[config.mk]
export PLATFORM = sky130hd
export DESIGN_NAME = synth_divider_output_regs
export DESIGN_NICKNAME = d
export VERILOG_FILES = /design/src/rtl/synth_div_pkg.sv /design/src/rtl/synth_divider_output_regs.sv
export VERILOG_INCLUDE_DIRS = /design/src /design/src/rtl
export SDC_FILE = /design/constraint.sdc
export NUM_CORES = 1
export LEC_CHECK = 0
export ABC_AREA = 1
export BUFFER_PORTS_ARGS = -buffer_cell sky130_fd_sc_hd__buf_2
export CORE_ASPECT_RATIO = 0.5
export CORE_MARGIN = 5
export CORE_UTILIZATION = 51
export CTS_CLUSTER_DIAMETER = 80
export DETAILED_ROUTE_END_ITERATION = 6
export PLACE_DENSITY = 0.81
export SLEW_MARGIN = 20
export SYNTH_ARGS = -nofsm -noshare
export SYNTH_HDL_FRONTEND = slang
export SYNTH_SLANG_ARGS = --single-unit
[constraint.sdc]
create_clock -name clk_sys -period 1.42 [get_ports clk_sys]
set_clock_uncertainty 0.15 [all_clocks]
set_input_delay 0.071 -clock clk_sys [delete_from_list [all_inputs] [get_ports clk_sys]]
set_output_delay 0.071 -clock clk_sys [all_outputs]
set_load 0.05 [all_outputs]
[src/rtl/synth_div_regs.svh]
// Register offsets, field positions and reset values of the divider and output slice
`ifndef SYNTH_DIV_REGS_SVH
`define SYNTH_DIV_REGS_SVH

`define SDR_ADDR_XO_LOW       8'h11
`define SDR_ADDR_DRV_CTL      8'h15
`define SDR_ADDR_ODIV_UPPER   8'h16
`define SDR_ADDR_ODIV_LOWER   8'h17
`define SDR_ADDR_RDIV_CTL     8'h18
`define SDR_ADDR_NDIV_UPPER   8'h19
`define SDR_ADDR_NDIV_LOWER   8'h1A
`define SDR_ADDR_NUM_HIGH     8'h1B
`define SDR_ADDR_NUM_MID      8'h1C
`define SDR_ADDR_NUM_LOW      8'h1D
`define SDR_ADDR_DEN_HIGH     8'h1E
`define SDR_ADDR_DEN_MID      8'h1F
`define SDR_ADDR_DEN_LOW      8'h20

`define SDR_PD_BIT            7
`define SDR_DRV_SEL_MSB       1
`define SDR_DRV_SEL_LSB       0
`define SDR_ODIV_MSB_BIT      0
`define SDR_RDIV_BIT          0
`define SDR_NDIV_UP_MSB       3
`define SDR_FRAC_HI_MSB       5

`define SDR_RST_PD            1'h0
`define SDR_RST_DRV_SEL       2'h2
`define SDR_RST_ODIV_UPPER    1'h0
`define SDR_RST_ODIV_LOWER    8'h4E
`define SDR_RST_RDIV          1'h1
`define SDR_RST_NDIV_UPPER    4'h0
`define SDR_RST_NDIV_LOWER    8'hDC
`define SDR_RST_NUM_HIGH      6'h1C
`define SDR_RST_NUM_MID       8'hB3
`define SDR_RST_NUM_LOW       8'hE3
`define SDR_RST_DEN_HIGH      6'h3F
`define SDR_RST_DEN_MID       8'hFF
`define SDR_RST_DEN_LOW       8'hFF
`define SDR_RST_XO_LOW        8'h00

`define SDR_ODIV_MIN          9'h005

`endif

[src/rtl/synth_div_pkg.sv]
// Types shared by the divider and output register slice
`default_nettype none

package synth_div_pkg;

   typedef enum logic [1:0] {
      DRV_TRISTATE = 2'h0,
      DRV_LVPECL   = 2'h1,
      DRV_LVDS     = 2'h2,
      DRV_HCSL     = 2'h3
   } drv_format_e;

   // Settings held in the start-up image; powerdown is not among them
   typedef struct packed {
      drv_format_e  drv_sel;
      logic [8:0]   out_div;
      logic         ref_predivide_select;
      logic [11:0]  feedback_integer_value;
      logic [21:0]  fraction_numerator;
      logic [21:0]  fraction_denominator;
      logic [7:0]   crystal_margin_offset_low;
   } synth_image_s;

   // Settings driven to the synthesizer
   typedef struct packed {
      logic         diff_buffer_powerdown;
      drv_format_e  drv_sel;
      logic [8:0]   out_div;
      logic         ref_predivide_select;
      logic [11:0]  feedback_integer_value;
      logic [21:0]  fraction_numerator;
      logic [21:0]  fraction_denominator;
   } synth_cfg_s;

endpackage : synth_div_pkg

`default_nettype wire

[src/rtl/synth_divider_output_regs.sv]
// Divider and output configuration registers of the clock synthesizer
`include "synth_div_regs.svh"
`default_nettype none
// How it works
// RL1 - Bit 7 of output control powers the buffer down; resets 0, never loaded from image.
// RL2 - Bits 1:0 pick tri-state, LVPECL, LVDS or HCSL; reset LVDS, held in image.
// RL3 - Nine-bit output divide: upper register bit 0 is MSB, lower register low byte.
// RL4 - Host writes output divide only 5 to 511; 0 to 4 are reserved.
// RL5 - Output divide resets to upper bit 0, lower byte 0x4E, both in image.
// RL6 - Predivide select 1 divides reference by four, 0 bypasses; resets to 1.
// RL7 - Twelve-bit feedback integer: upper nibble bits 11:8, lower byte bits 7:0.
// RL8 - Feedback integer resets to nibble 0x0 and byte 0xDC, restored from image.
// RL9 - Numerator bits 21:16 from high low six bits, then mid, then low byte.
// RL10 - Numerator resets to 0x1C, 0xB3, 0xE3, all held in image.
// RL11 - In tuned-oscillator use host writes numerator high, mid, then low.
// RL12 - Denominator bits 21:16 in low six bits of its high register; reset 0x3F.
// RL13 - Denominator bits 15:8 and 7:0 in two byte registers, each reset 0xFF.
// RL14 - New numerator reaches the synthesizer as one update when low byte written.

module synth_divider_output_regs
   import synth_div_pkg::*;
(
   input  wire logic         clk_sys,
   input  wire logic         arst_n,
   input  wire logic         clk_en,
   input  wire logic         reg_wr,
   input  wire logic         reg_rd,
   input  wire logic [7:0]   reg_addr,
   input  wire logic [7:0]   reg_wdata,
   output logic      [7:0]   reg_rdata,
   output logic              reg_rvalid,
   output logic              reg_miss,
   input  wire logic         image_load,
   input  wire synth_image_s image_data,
   output synth_cfg_s        cfg,
   output logic      [7:0]   crystal_margin_offset_low,
   output logic              out_div_reserved
);

   ////////////////////////////////////////////////////////////////////////////
   // Address decode

   logic hit;

   always_comb begin
      case (reg_addr)
         `SDR_ADDR_XO_LOW, `SDR_ADDR_DRV_CTL, `SDR_ADDR_ODIV_UPPER, `SDR_ADDR_ODIV_LOWER,
         `SDR_ADDR_RDIV_CTL, `SDR_ADDR_NDIV_UPPER, `SDR_ADDR_NDIV_LOWER, `SDR_ADDR_NUM_HIGH,
         `SDR_ADDR_NUM_MID, `SDR_ADDR_NUM_LOW, `SDR_ADDR_DEN_HIGH, `SDR_ADDR_DEN_MID,
         `SDR_ADDR_DEN_LOW: begin
            hit = 1'b1;
         end
         default: begin
            hit = 1'b0;
         end
      endcase
   end

   logic wr_ok;
   assign wr_ok = clk_en && reg_wr && !image_load;

   ////////////////////////////////////////////////////////////////////////////
   // Output buffer control

   logic        pd_r;
   drv_format_e drv_sel_r;

   always_ff @(posedge clk_sys or negedge arst_n) begin
      if (!arst_n) begin
         pd_r <= `SDR_RST_PD;
      end else if (wr_ok && reg_addr == `SDR_ADDR_DRV_CTL) begin
         pd_r <= reg_wdata[`SDR_PD_BIT]; // RL1
      end
   end

   always_ff @(posedge clk_sys or negedge arst_n) begin
      if (!arst_n) begin
         drv_sel_r <= drv_format_e'(`SDR_RST_DRV_SEL); // RL2
      end else if (clk_en && image_load) begin
         drv_sel_r <= image_data.drv_sel; // RL2
      end else if (wr_ok && reg_addr == `SDR_ADDR_DRV_CTL) begin
         drv_sel_r <= drv_format_e'(reg_wdata[`SDR_DRV_SEL_MSB:`SDR_DRV_SEL_LSB]); // RL2
      end
   end

   ////////////////////////////////////////////////////////////////////////////
   // Output divider and reference predivider

   logic       odiv_up_r;
   logic [7:0] odiv_lo_r;
   logic       rdiv_r;

   always_ff @(posedge clk_sys or negedge arst_n) begin
      if (!arst_n) begin
         odiv_up_r <= `SDR_RST_ODIV_UPPER; // RL5
         odiv_lo_r <= `SDR_RST_ODIV_LOWER; // RL5
      end else if (clk_en && image_load) begin
         odiv_up_r <= image_data.out_div[8]; // RL5
         odiv_lo_r <= image_data.out_div[7:0];
      end else if (wr_ok) begin
         if (reg_addr == `SDR_ADDR_ODIV_UPPER) begin
            odiv_up_r <= reg_wdata[`SDR_ODIV_MSB_BIT]; // RL3
         end
         if (reg_addr == `SDR_ADDR_ODIV_LOWER) begin
            odiv_lo_r <= reg_wdata; // RL3
         end
      end
   end

   always_ff @(posedge clk_sys or negedge arst_n) begin
      if (!arst_n) begin
         rdiv_r <= `SDR_RST_RDIV; // RL6
      end else if (clk_en && image_load) begin
         rdiv_r <= image_data.ref_predivide_select;
      end else if (wr_ok && reg_addr == `SDR_ADDR_RDIV_CTL) begin
         rdiv_r <= reg_wdata[`SDR_RDIV_BIT]; // RL6
      end
   end

   ////////////////////////////////////////////////////////////////////////////
   // Feedback integer divider

   logic [3:0] ndiv_up_r;
   logic [7:0] ndiv_lo_r;

   always_ff @(posedge clk_sys or negedge arst_n) begin
      if (!arst_n) begin
         ndiv_up_r <= `SDR_RST_NDIV_UPPER; // RL8
         ndiv_lo_r <= `SDR_RST_NDIV_LOWER; // RL8
      end else if (clk_en && image_load) begin
         ndiv_up_r <= image_data.feedback_integer_value[11:8]; // RL8
         ndiv_lo_r <= image_data.feedback_integer_value[7:0];
      end else if (wr_ok) begin
         if (reg_addr == `SDR_ADDR_NDIV_UPPER) begin
            ndiv_up_r <= reg_wdata[`SDR_NDIV_UP_MSB:0]; // RL7
         end
         if (reg_addr == `SDR_ADDR_NDIV_LOWER) begin
            ndiv_lo_r <= reg_wdata; // RL7
         end
      end
   end

   ////////////////////////////////////////////////////////////////////////////
   // Fractional numerator: staged bytes, applied word

   // High and mid bytes wait in staging so a half-written value never steers the loop
   logic [5:0]  num_hi_r;
   logic [7:0]  num_mid_r;
   logic [7:0]  num_lo_r;
   logic [21:0] num_apply_r;

   always_ff @(posedge clk_sys or negedge arst_n) begin
      if (!arst_n) begin
         num_hi_r  <= `SDR_RST_NUM_HIGH; // RL10
         num_mid_r <= `SDR_RST_NUM_MID; // RL10
         num_lo_r  <= `SDR_RST_NUM_LOW; // RL10
      end else if (clk_en && image_load) begin
         num_hi_r  <= image_data.fraction_numerator[21:16];
         num_mid_r <= image_data.fraction_numerator[15:8];
         num_lo_r  <= image_data.fraction_numerator[7:0];
      end else if (wr_ok) begin
         if (reg_addr == `SDR_ADDR_NUM_HIGH) begin
            num_hi_r <= reg_wdata[`SDR_FRAC_HI_MSB:0]; // RL9
         end
         if (reg_addr == `SDR_ADDR_NUM_MID) begin
            num_mid_r <= reg_wdata; // RL9
         end
         if (reg_addr == `SDR_ADDR_NUM_LOW) begin
            num_lo_r <= reg_wdata; // RL9
         end
      end
   end

   // Relies on the host ordering high, mid, low for a glitch-free step
   always_ff @(posedge clk_sys or negedge arst_n) begin
      if (!arst_n) begin
         num_apply_r <= {`SDR_RST_NUM_HIGH, `SDR_RST_NUM_MID, `SDR_RST_NUM_LOW}; // RL10
      end else if (clk_en && image_load) begin
         num_apply_r <= image_data.fraction_numerator;
      end else if (wr_ok && reg_addr == `SDR_ADDR_NUM_LOW) begin
         num_apply_r <= {num_hi_r, num_mid_r, reg_wdata}; // RL14 RL11
      end
   end

   ////////////////////////////////////////////////////////////////////////////
   // Fractional denominator and crystal margin byte

   logic [5:0] den_hi_r;
   logic [7:0] den_mid_r;
   logic [7:0] den_lo_r;
   logic [7:0] xo_lo_r;

   always_ff @(posedge clk_sys or negedge arst_n) begin
      if (!arst_n) begin
         den_hi_r  <= `SDR_RST_DEN_HIGH; // RL12
         den_mid_r <= `SDR_RST_DEN_MID; // RL13
         den_lo_r  <= `SDR_RST_DEN_LOW; // RL13
      end else if (clk_en && image_load) begin
         den_hi_r  <= image_data.fraction_denominator[21:16]; // RL12
         den_mid_r <= image_data.fraction_denominator[15:8]; // RL13
         den_lo_r  <= image_data.fraction_denominator[7:0];
      end else if (wr_ok) begin
         if (reg_addr == `SDR_ADDR_DEN_HIGH) begin
            den_hi_r <= reg_wdata[`SDR_FRAC_HI_MSB:0]; // RL12
         end
         if (reg_addr == `SDR_ADDR_DEN_MID) begin
            den_mid_r <= reg_wdata; // RL13
         end
         if (reg_addr == `SDR_ADDR_DEN_LOW) begin
            den_lo_r <= reg_wdata; // RL13
         end
      end
   end

   // Reserved to the host: loaded from the image only, writes ignored
   always_ff @(posedge clk_sys or negedge arst_n) begin
      if (!arst_n) begin
         xo_lo_r <= `SDR_RST_XO_LOW;
      end else if (clk_en && image_load) begin
         xo_lo_r <= image_data.crystal_margin_offset_low;
      end
   end

   ////////////////////////////////////////////////////////////////////////////
   // Read port, one cycle latency, reserved bits read zero

   logic [7:0] rd_nxt;

   always_comb begin
      case (reg_addr)
         `SDR_ADDR_XO_LOW:     rd_nxt = xo_lo_r;
         `SDR_ADDR_DRV_CTL:    rd_nxt = {pd_r, 5'h00, drv_sel_r};
         `SDR_ADDR_ODIV_UPPER: rd_nxt = {7'h00, odiv_up_r};
         `SDR_ADDR_ODIV_LOWER: rd_nxt = odiv_lo_r;
         `SDR_ADDR_RDIV_CTL:   rd_nxt = {7'h00, rdiv_r};
         `SDR_ADDR_NDIV_UPPER: rd_nxt = {4'h0, ndiv_up_r};
         `SDR_ADDR_NDIV_LOWER: rd_nxt = ndiv_lo_r;
         `SDR_ADDR_NUM_HIGH:   rd_nxt = {2'h0, num_hi_r};
         `SDR_ADDR_NUM_MID:    rd_nxt = num_mid_r;
         `SDR_ADDR_NUM_LOW:    rd_nxt = num_lo_r;
         `SDR_ADDR_DEN_HIGH:   rd_nxt = {2'h0, den_hi_r};
         `SDR_ADDR_DEN_MID:    rd_nxt = den_mid_r;
         `SDR_ADDR_DEN_LOW:    rd_nxt = den_lo_r;
         default:              rd_nxt = 8'h00;
      endcase
   end

   always_ff @(posedge clk_sys or negedge arst_n) begin
      if (!arst_n) begin
         reg_rdata  <= 8'h00;
         reg_rvalid <= 1'b0;
         reg_miss   <= 1'b0;
      end else if (clk_en) begin
         reg_rvalid <= reg_rd;
         reg_miss   <= (reg_rd || reg_wr) && !hit;
         if (reg_rd) begin
            reg_rdata <= rd_nxt;
         end
      end
   end

   ////////////////////////////////////////////////////////////////////////////
   // Settings to the synthesizer

   always_comb begin
      cfg.diff_buffer_powerdown  = pd_r; // RL1
      cfg.drv_sel                = drv_sel_r; // RL2
      cfg.out_div                = {odiv_up_r, odiv_lo_r}; // RL3
      cfg.ref_predivide_select   = rdiv_r; // RL6
      cfg.feedback_integer_value = {ndiv_up_r, ndiv_lo_r}; // RL7
      cfg.fraction_numerator     = num_apply_r; // RL14
      cfg.fraction_denominator   = {den_hi_r, den_mid_r, den_lo_r}; // RL12 RL13
   end

   assign crystal_margin_offset_low = xo_lo_r;
   // Flag only; a reserved divide value is still passed on as written
   assign out_div_reserved = ({odiv_up_r, odiv_lo_r} < `SDR_ODIV_MIN); // RL4

endmodule : synth_divider_output_regs

`default_nettype wire

==> impl_metrics.csv <==
group,metric,value,unit
run_status,status,"finished, violations left",
run_status,violations,"design-rule violations, negative setup slack",
synth,synth_area_leaders,"dfstp_2 (28%), dfrtp_1 (23%), nand2_1 (16%)",
power,p_leak,4.19,nW
global_routing,groute.usage.overall,0.342,
sta,min_period,1.60,ns
place,dp_hpwl,16100,um
detailed_routing,drtAntennaViolNets,0,
critical_path,cp_top_family,"flip-flops",
power,p_per_area,1140,nW/um2
critical_path,path_class,"flop to primary output",
detailed_routing,dr.pass1.iters,7,
final_layout,fin_nets,1132,
global_routing,grt_pass1_vias,6440,
detailed_routing,avgRoutedWirePerCell,19.0,um
place,globalplace.congestion,0.975,
sta,drv_slew,0,
sta,setup_ws,-0.180,ns
synth,synth_top_area_frac,0.279,
die,core_area,10400,um2
final_layout,syn_to_final_growth,52.8,%
sta,setup_viol,1,
critical_path,end_kind,"primary output",
clock_tree,clk_pin_slew,0.08,ns
final_layout,final_area,8470,um2
synth,synth_cells,708,
die,die_h,83.7,um
die,die_w,157,um
place,dpl_cell_area,7280,um2
place,portBuffers,185,
sta,rsz0062_at_grt,"yes",
die,io_pins,186,
clock_tree,numCtsBuffers,9,
global_routing,grt_first_pass_wirelength,34900,um
detailed_routing,met3WireLength,2780,um
critical_path,slowest_stage,"dfrtp_2",
die,rows,26,
detailed_routing,vias,6598,
clock_tree,htree_levels,3,
global_routing,grt_max_degree,53,
sta,relSlewSlack,0.697,
sta,hold_viol_final,0,
detailed_routing,drt_iter0_markers,754,
critical_path,path_cells,"inv_2 > nand4_1 > nor4_4 > buf_6",
detailed_routing,drc_errors,2,
place,place_ws,-0.298,ns
sta,fmax,0.625,GHz
worst_hold_path,hold_path_class,"input port to flop",
sta,tightest_slew,0.450,ns
die,dieArea,13200,um2
final_layout,drive_gt1_frac,0.357,
die,initial_core_util,0.533,
clock_tree,clkLatencyLatePin,0.36,ns
clock_tree,clockBufferDepth,2,
clock_tree,cts_root_buffer,"clkbuf_16",
detailed_routing,top_layer,"met5",
power,peakVddDrop,0.769,mV
detailed_routing,wl_met2,10000,um
detailed_routing,vias_per_cell,5.59,
global_routing,overflow,0,
detailed_routing,wl_met1,8910,um
global_routing,antenna_found_initial,4,
critical_path,cpPeakStageDelay,0.44,ns
synth,yosysUniqueCellTypes,28,
final_layout,layout.cells.non_filler,1181,
synth,syn_avg_cell_area,7.83,um2
synth,syn-num-nets,806,
critical_path,critPathLaunchType,"flop",
synth,ys.warnings.count,0,
clock_tree,clock_sinks,109,
final_layout,finalCoreUtilization,0.814,
synth,yosysSeqAreaShare,0.505,
synth,ys_ff_latch,109,
place,placed_cells,1077,
synth,synth.cell_area,5550,um2
critical_path,path_max_fanout,3,
critical_path,crit_buf_inv,2,
detailed_routing,wl,22400,um
critical_path,cp.required,1.20,ns
synth,synth_largest_area_cell,"dfstp_2",
sta,post-route-period-util,1.13,
flow_run,maxCapViolCount,0,
clock_tree,cts_tree,"done",
critical_path,critical_path_arrival,1.38,ns
sta,fin_tns_setup,-0.180,ns
## cell families (layout without fill, tap and decap cells)
logic type | Yosys count | after routing | share of synthesized area
AO/OA/AOI/OAI | 120 | 120 | 0.136
AND/OR/NAND/NOR | 388 | 388 | 0.288
other | 0 | 2 | 0
buffers and inverters | 91 | 422 | 0.0706
flip-flops | 109 | 109 | 0.505
## flip-flops by register name (all words and copies together) (netlist names)
register	cells
odiv_lo_r	8
reg_rdata	8
reg_rvalid	1
drv_sel_r	2
den_lo_r	8
den_hi_r	6
ndiv_lo_r	8
odiv_up_r	1
rdiv_r	1
num_hi_r	6
crystal_margin_offset_low	8
den_mid_r	8
num_apply_r	22
pd_r	1
num_mid_r	8
ndiv_up_r	4
num_lo_r	8
reg_miss	1
## cell usage in the layout (no fill, tap or decap), types with 4 or more instances in the layout
| cell type | Yosys | final |
|---|---|---|
| buf_4 | 6 | 63 |
| inv_2 | 4 | 10 |
| nor2_1 | 76 | 76 |
| nand3b_1 | 4 | 4 |
| a21oi_1 | 5 | 4 |
| dfrtp_1 | 50 | 47 |
| inv_1 | 56 | 50 |
| o211ai_1 | 23 | 23 |
| buf_12 | 0 | 17 |
| nand2_1 | 231 | 230 |
| nand2_2 | 5 | 6 |
| dlygate4sd3_1 | 0 | 83 |
| buf_2 | 22 | 178 |
| a31oi_1 | 42 | 42 |
| nor2_2 | 6 | 5 |
| o21ai_1 | 2 | 7 |
| dfstp_2 | 59 | 59 |
| nand3_1 | 60 | 60 |
| o21ai_0 | 39 | 34 |
| clkbuf_16 | 0 | 9 |
## power by group
group	switching, mW	leakage [nW]	total (mW)	internal [mW]
registers	0.344	1.23	4.03	3.69
logic	2.09	2.81	3.03	0.935
clock network	1.29	0.149	2.59	1.29
## routing by layer
metal / vias up / global-route usage
li1: 2989 / -
met1: 3096 / 0.471
met2: 437 / 0.528
met3: 74 / 0.0937
met4: 2 / 0.101
met5: - / 0
## worst min-delay path, delay by kind of cell
kind,cells,cell delay (ns)
AO/OA/AOI/OAI,1,0.09
buffers and inverters,2,0.25
AND/OR/NAND/NOR,1,0.10
## through the flow
| step | power, mW | hold slack [ns] |
|---|---|---|
| final | 9.65 | 0.0108 |
| after global routing | 9.96 | 0.0201 |
| after CTS | 9.59 | 0.00467 |
| after detailed placement | 6.82 | -0.134 |
| after global placement | 6.76 | -0.139 |
| after floorplan | 5.81 | -0.375 |
## Yosys cell counts, drive strengths merged
| master | n |
|---|---|
| nand2 | 236 |
| nor2 | 84 |
| inv | 60 |
| nand3 | 60 |
| dfstp | 59 |
| dfrtp | 50 |
| o21ai | 44 |
| a31oi | 42 |
| buf | 29 |
| o211ai | 23 |
| a21oi | 5 |
| nand3b | 4 |
| o22ai | 4 |
| nor3 | 2 |
| a31o | 1 |
| clkbuf | 1 |
| clkinv | 1 |
| nand4 | 1 |
| nor4 | 1 |
| o311ai | 1 |
## worst paths after layout
check | from | to | slack (ns) | cells after the start
worst min register to register | num_apply_r[6] | num_apply_r[6] | 0.34 | 2
worst min-delay path | reg_wdata[5] | den_lo_r[5] | 0.01 | 4
worst max-delay path | odiv_lo_r[5] | out_div_reserved | -0.18 | 4
min in group asynchronous | arst_n | num_apply_r[3] | 0.02 | 2
worst max register to register | odiv_lo_r[2] | reg_rdata[2] | 0.04 | 5
max in group asynchronous | arst_n | odiv_lo_r[1] | 0.49 | 3
## what timing repair did
item	CTS	global route
pin swaps	3	0
resized for setup	6	14
endpoints found under the hold margin	172	0
cloned	0	0
hold buffers	83	0
buffers inserted	3	0
setup endpoints to repair	3	13
## area by class of cell
type                       count  area (um2)
sequential                   109        2810
timing repair buffer         345        2570
multi-input combinational    508        2390
fill                         686        1940
clock buffer                  10         239
inverter                      61         229
tap                          140         175
clock inverter                 6        62.6
antenna                        2        5.00
No activity file was read; power rests on OpenSTA's default activity.
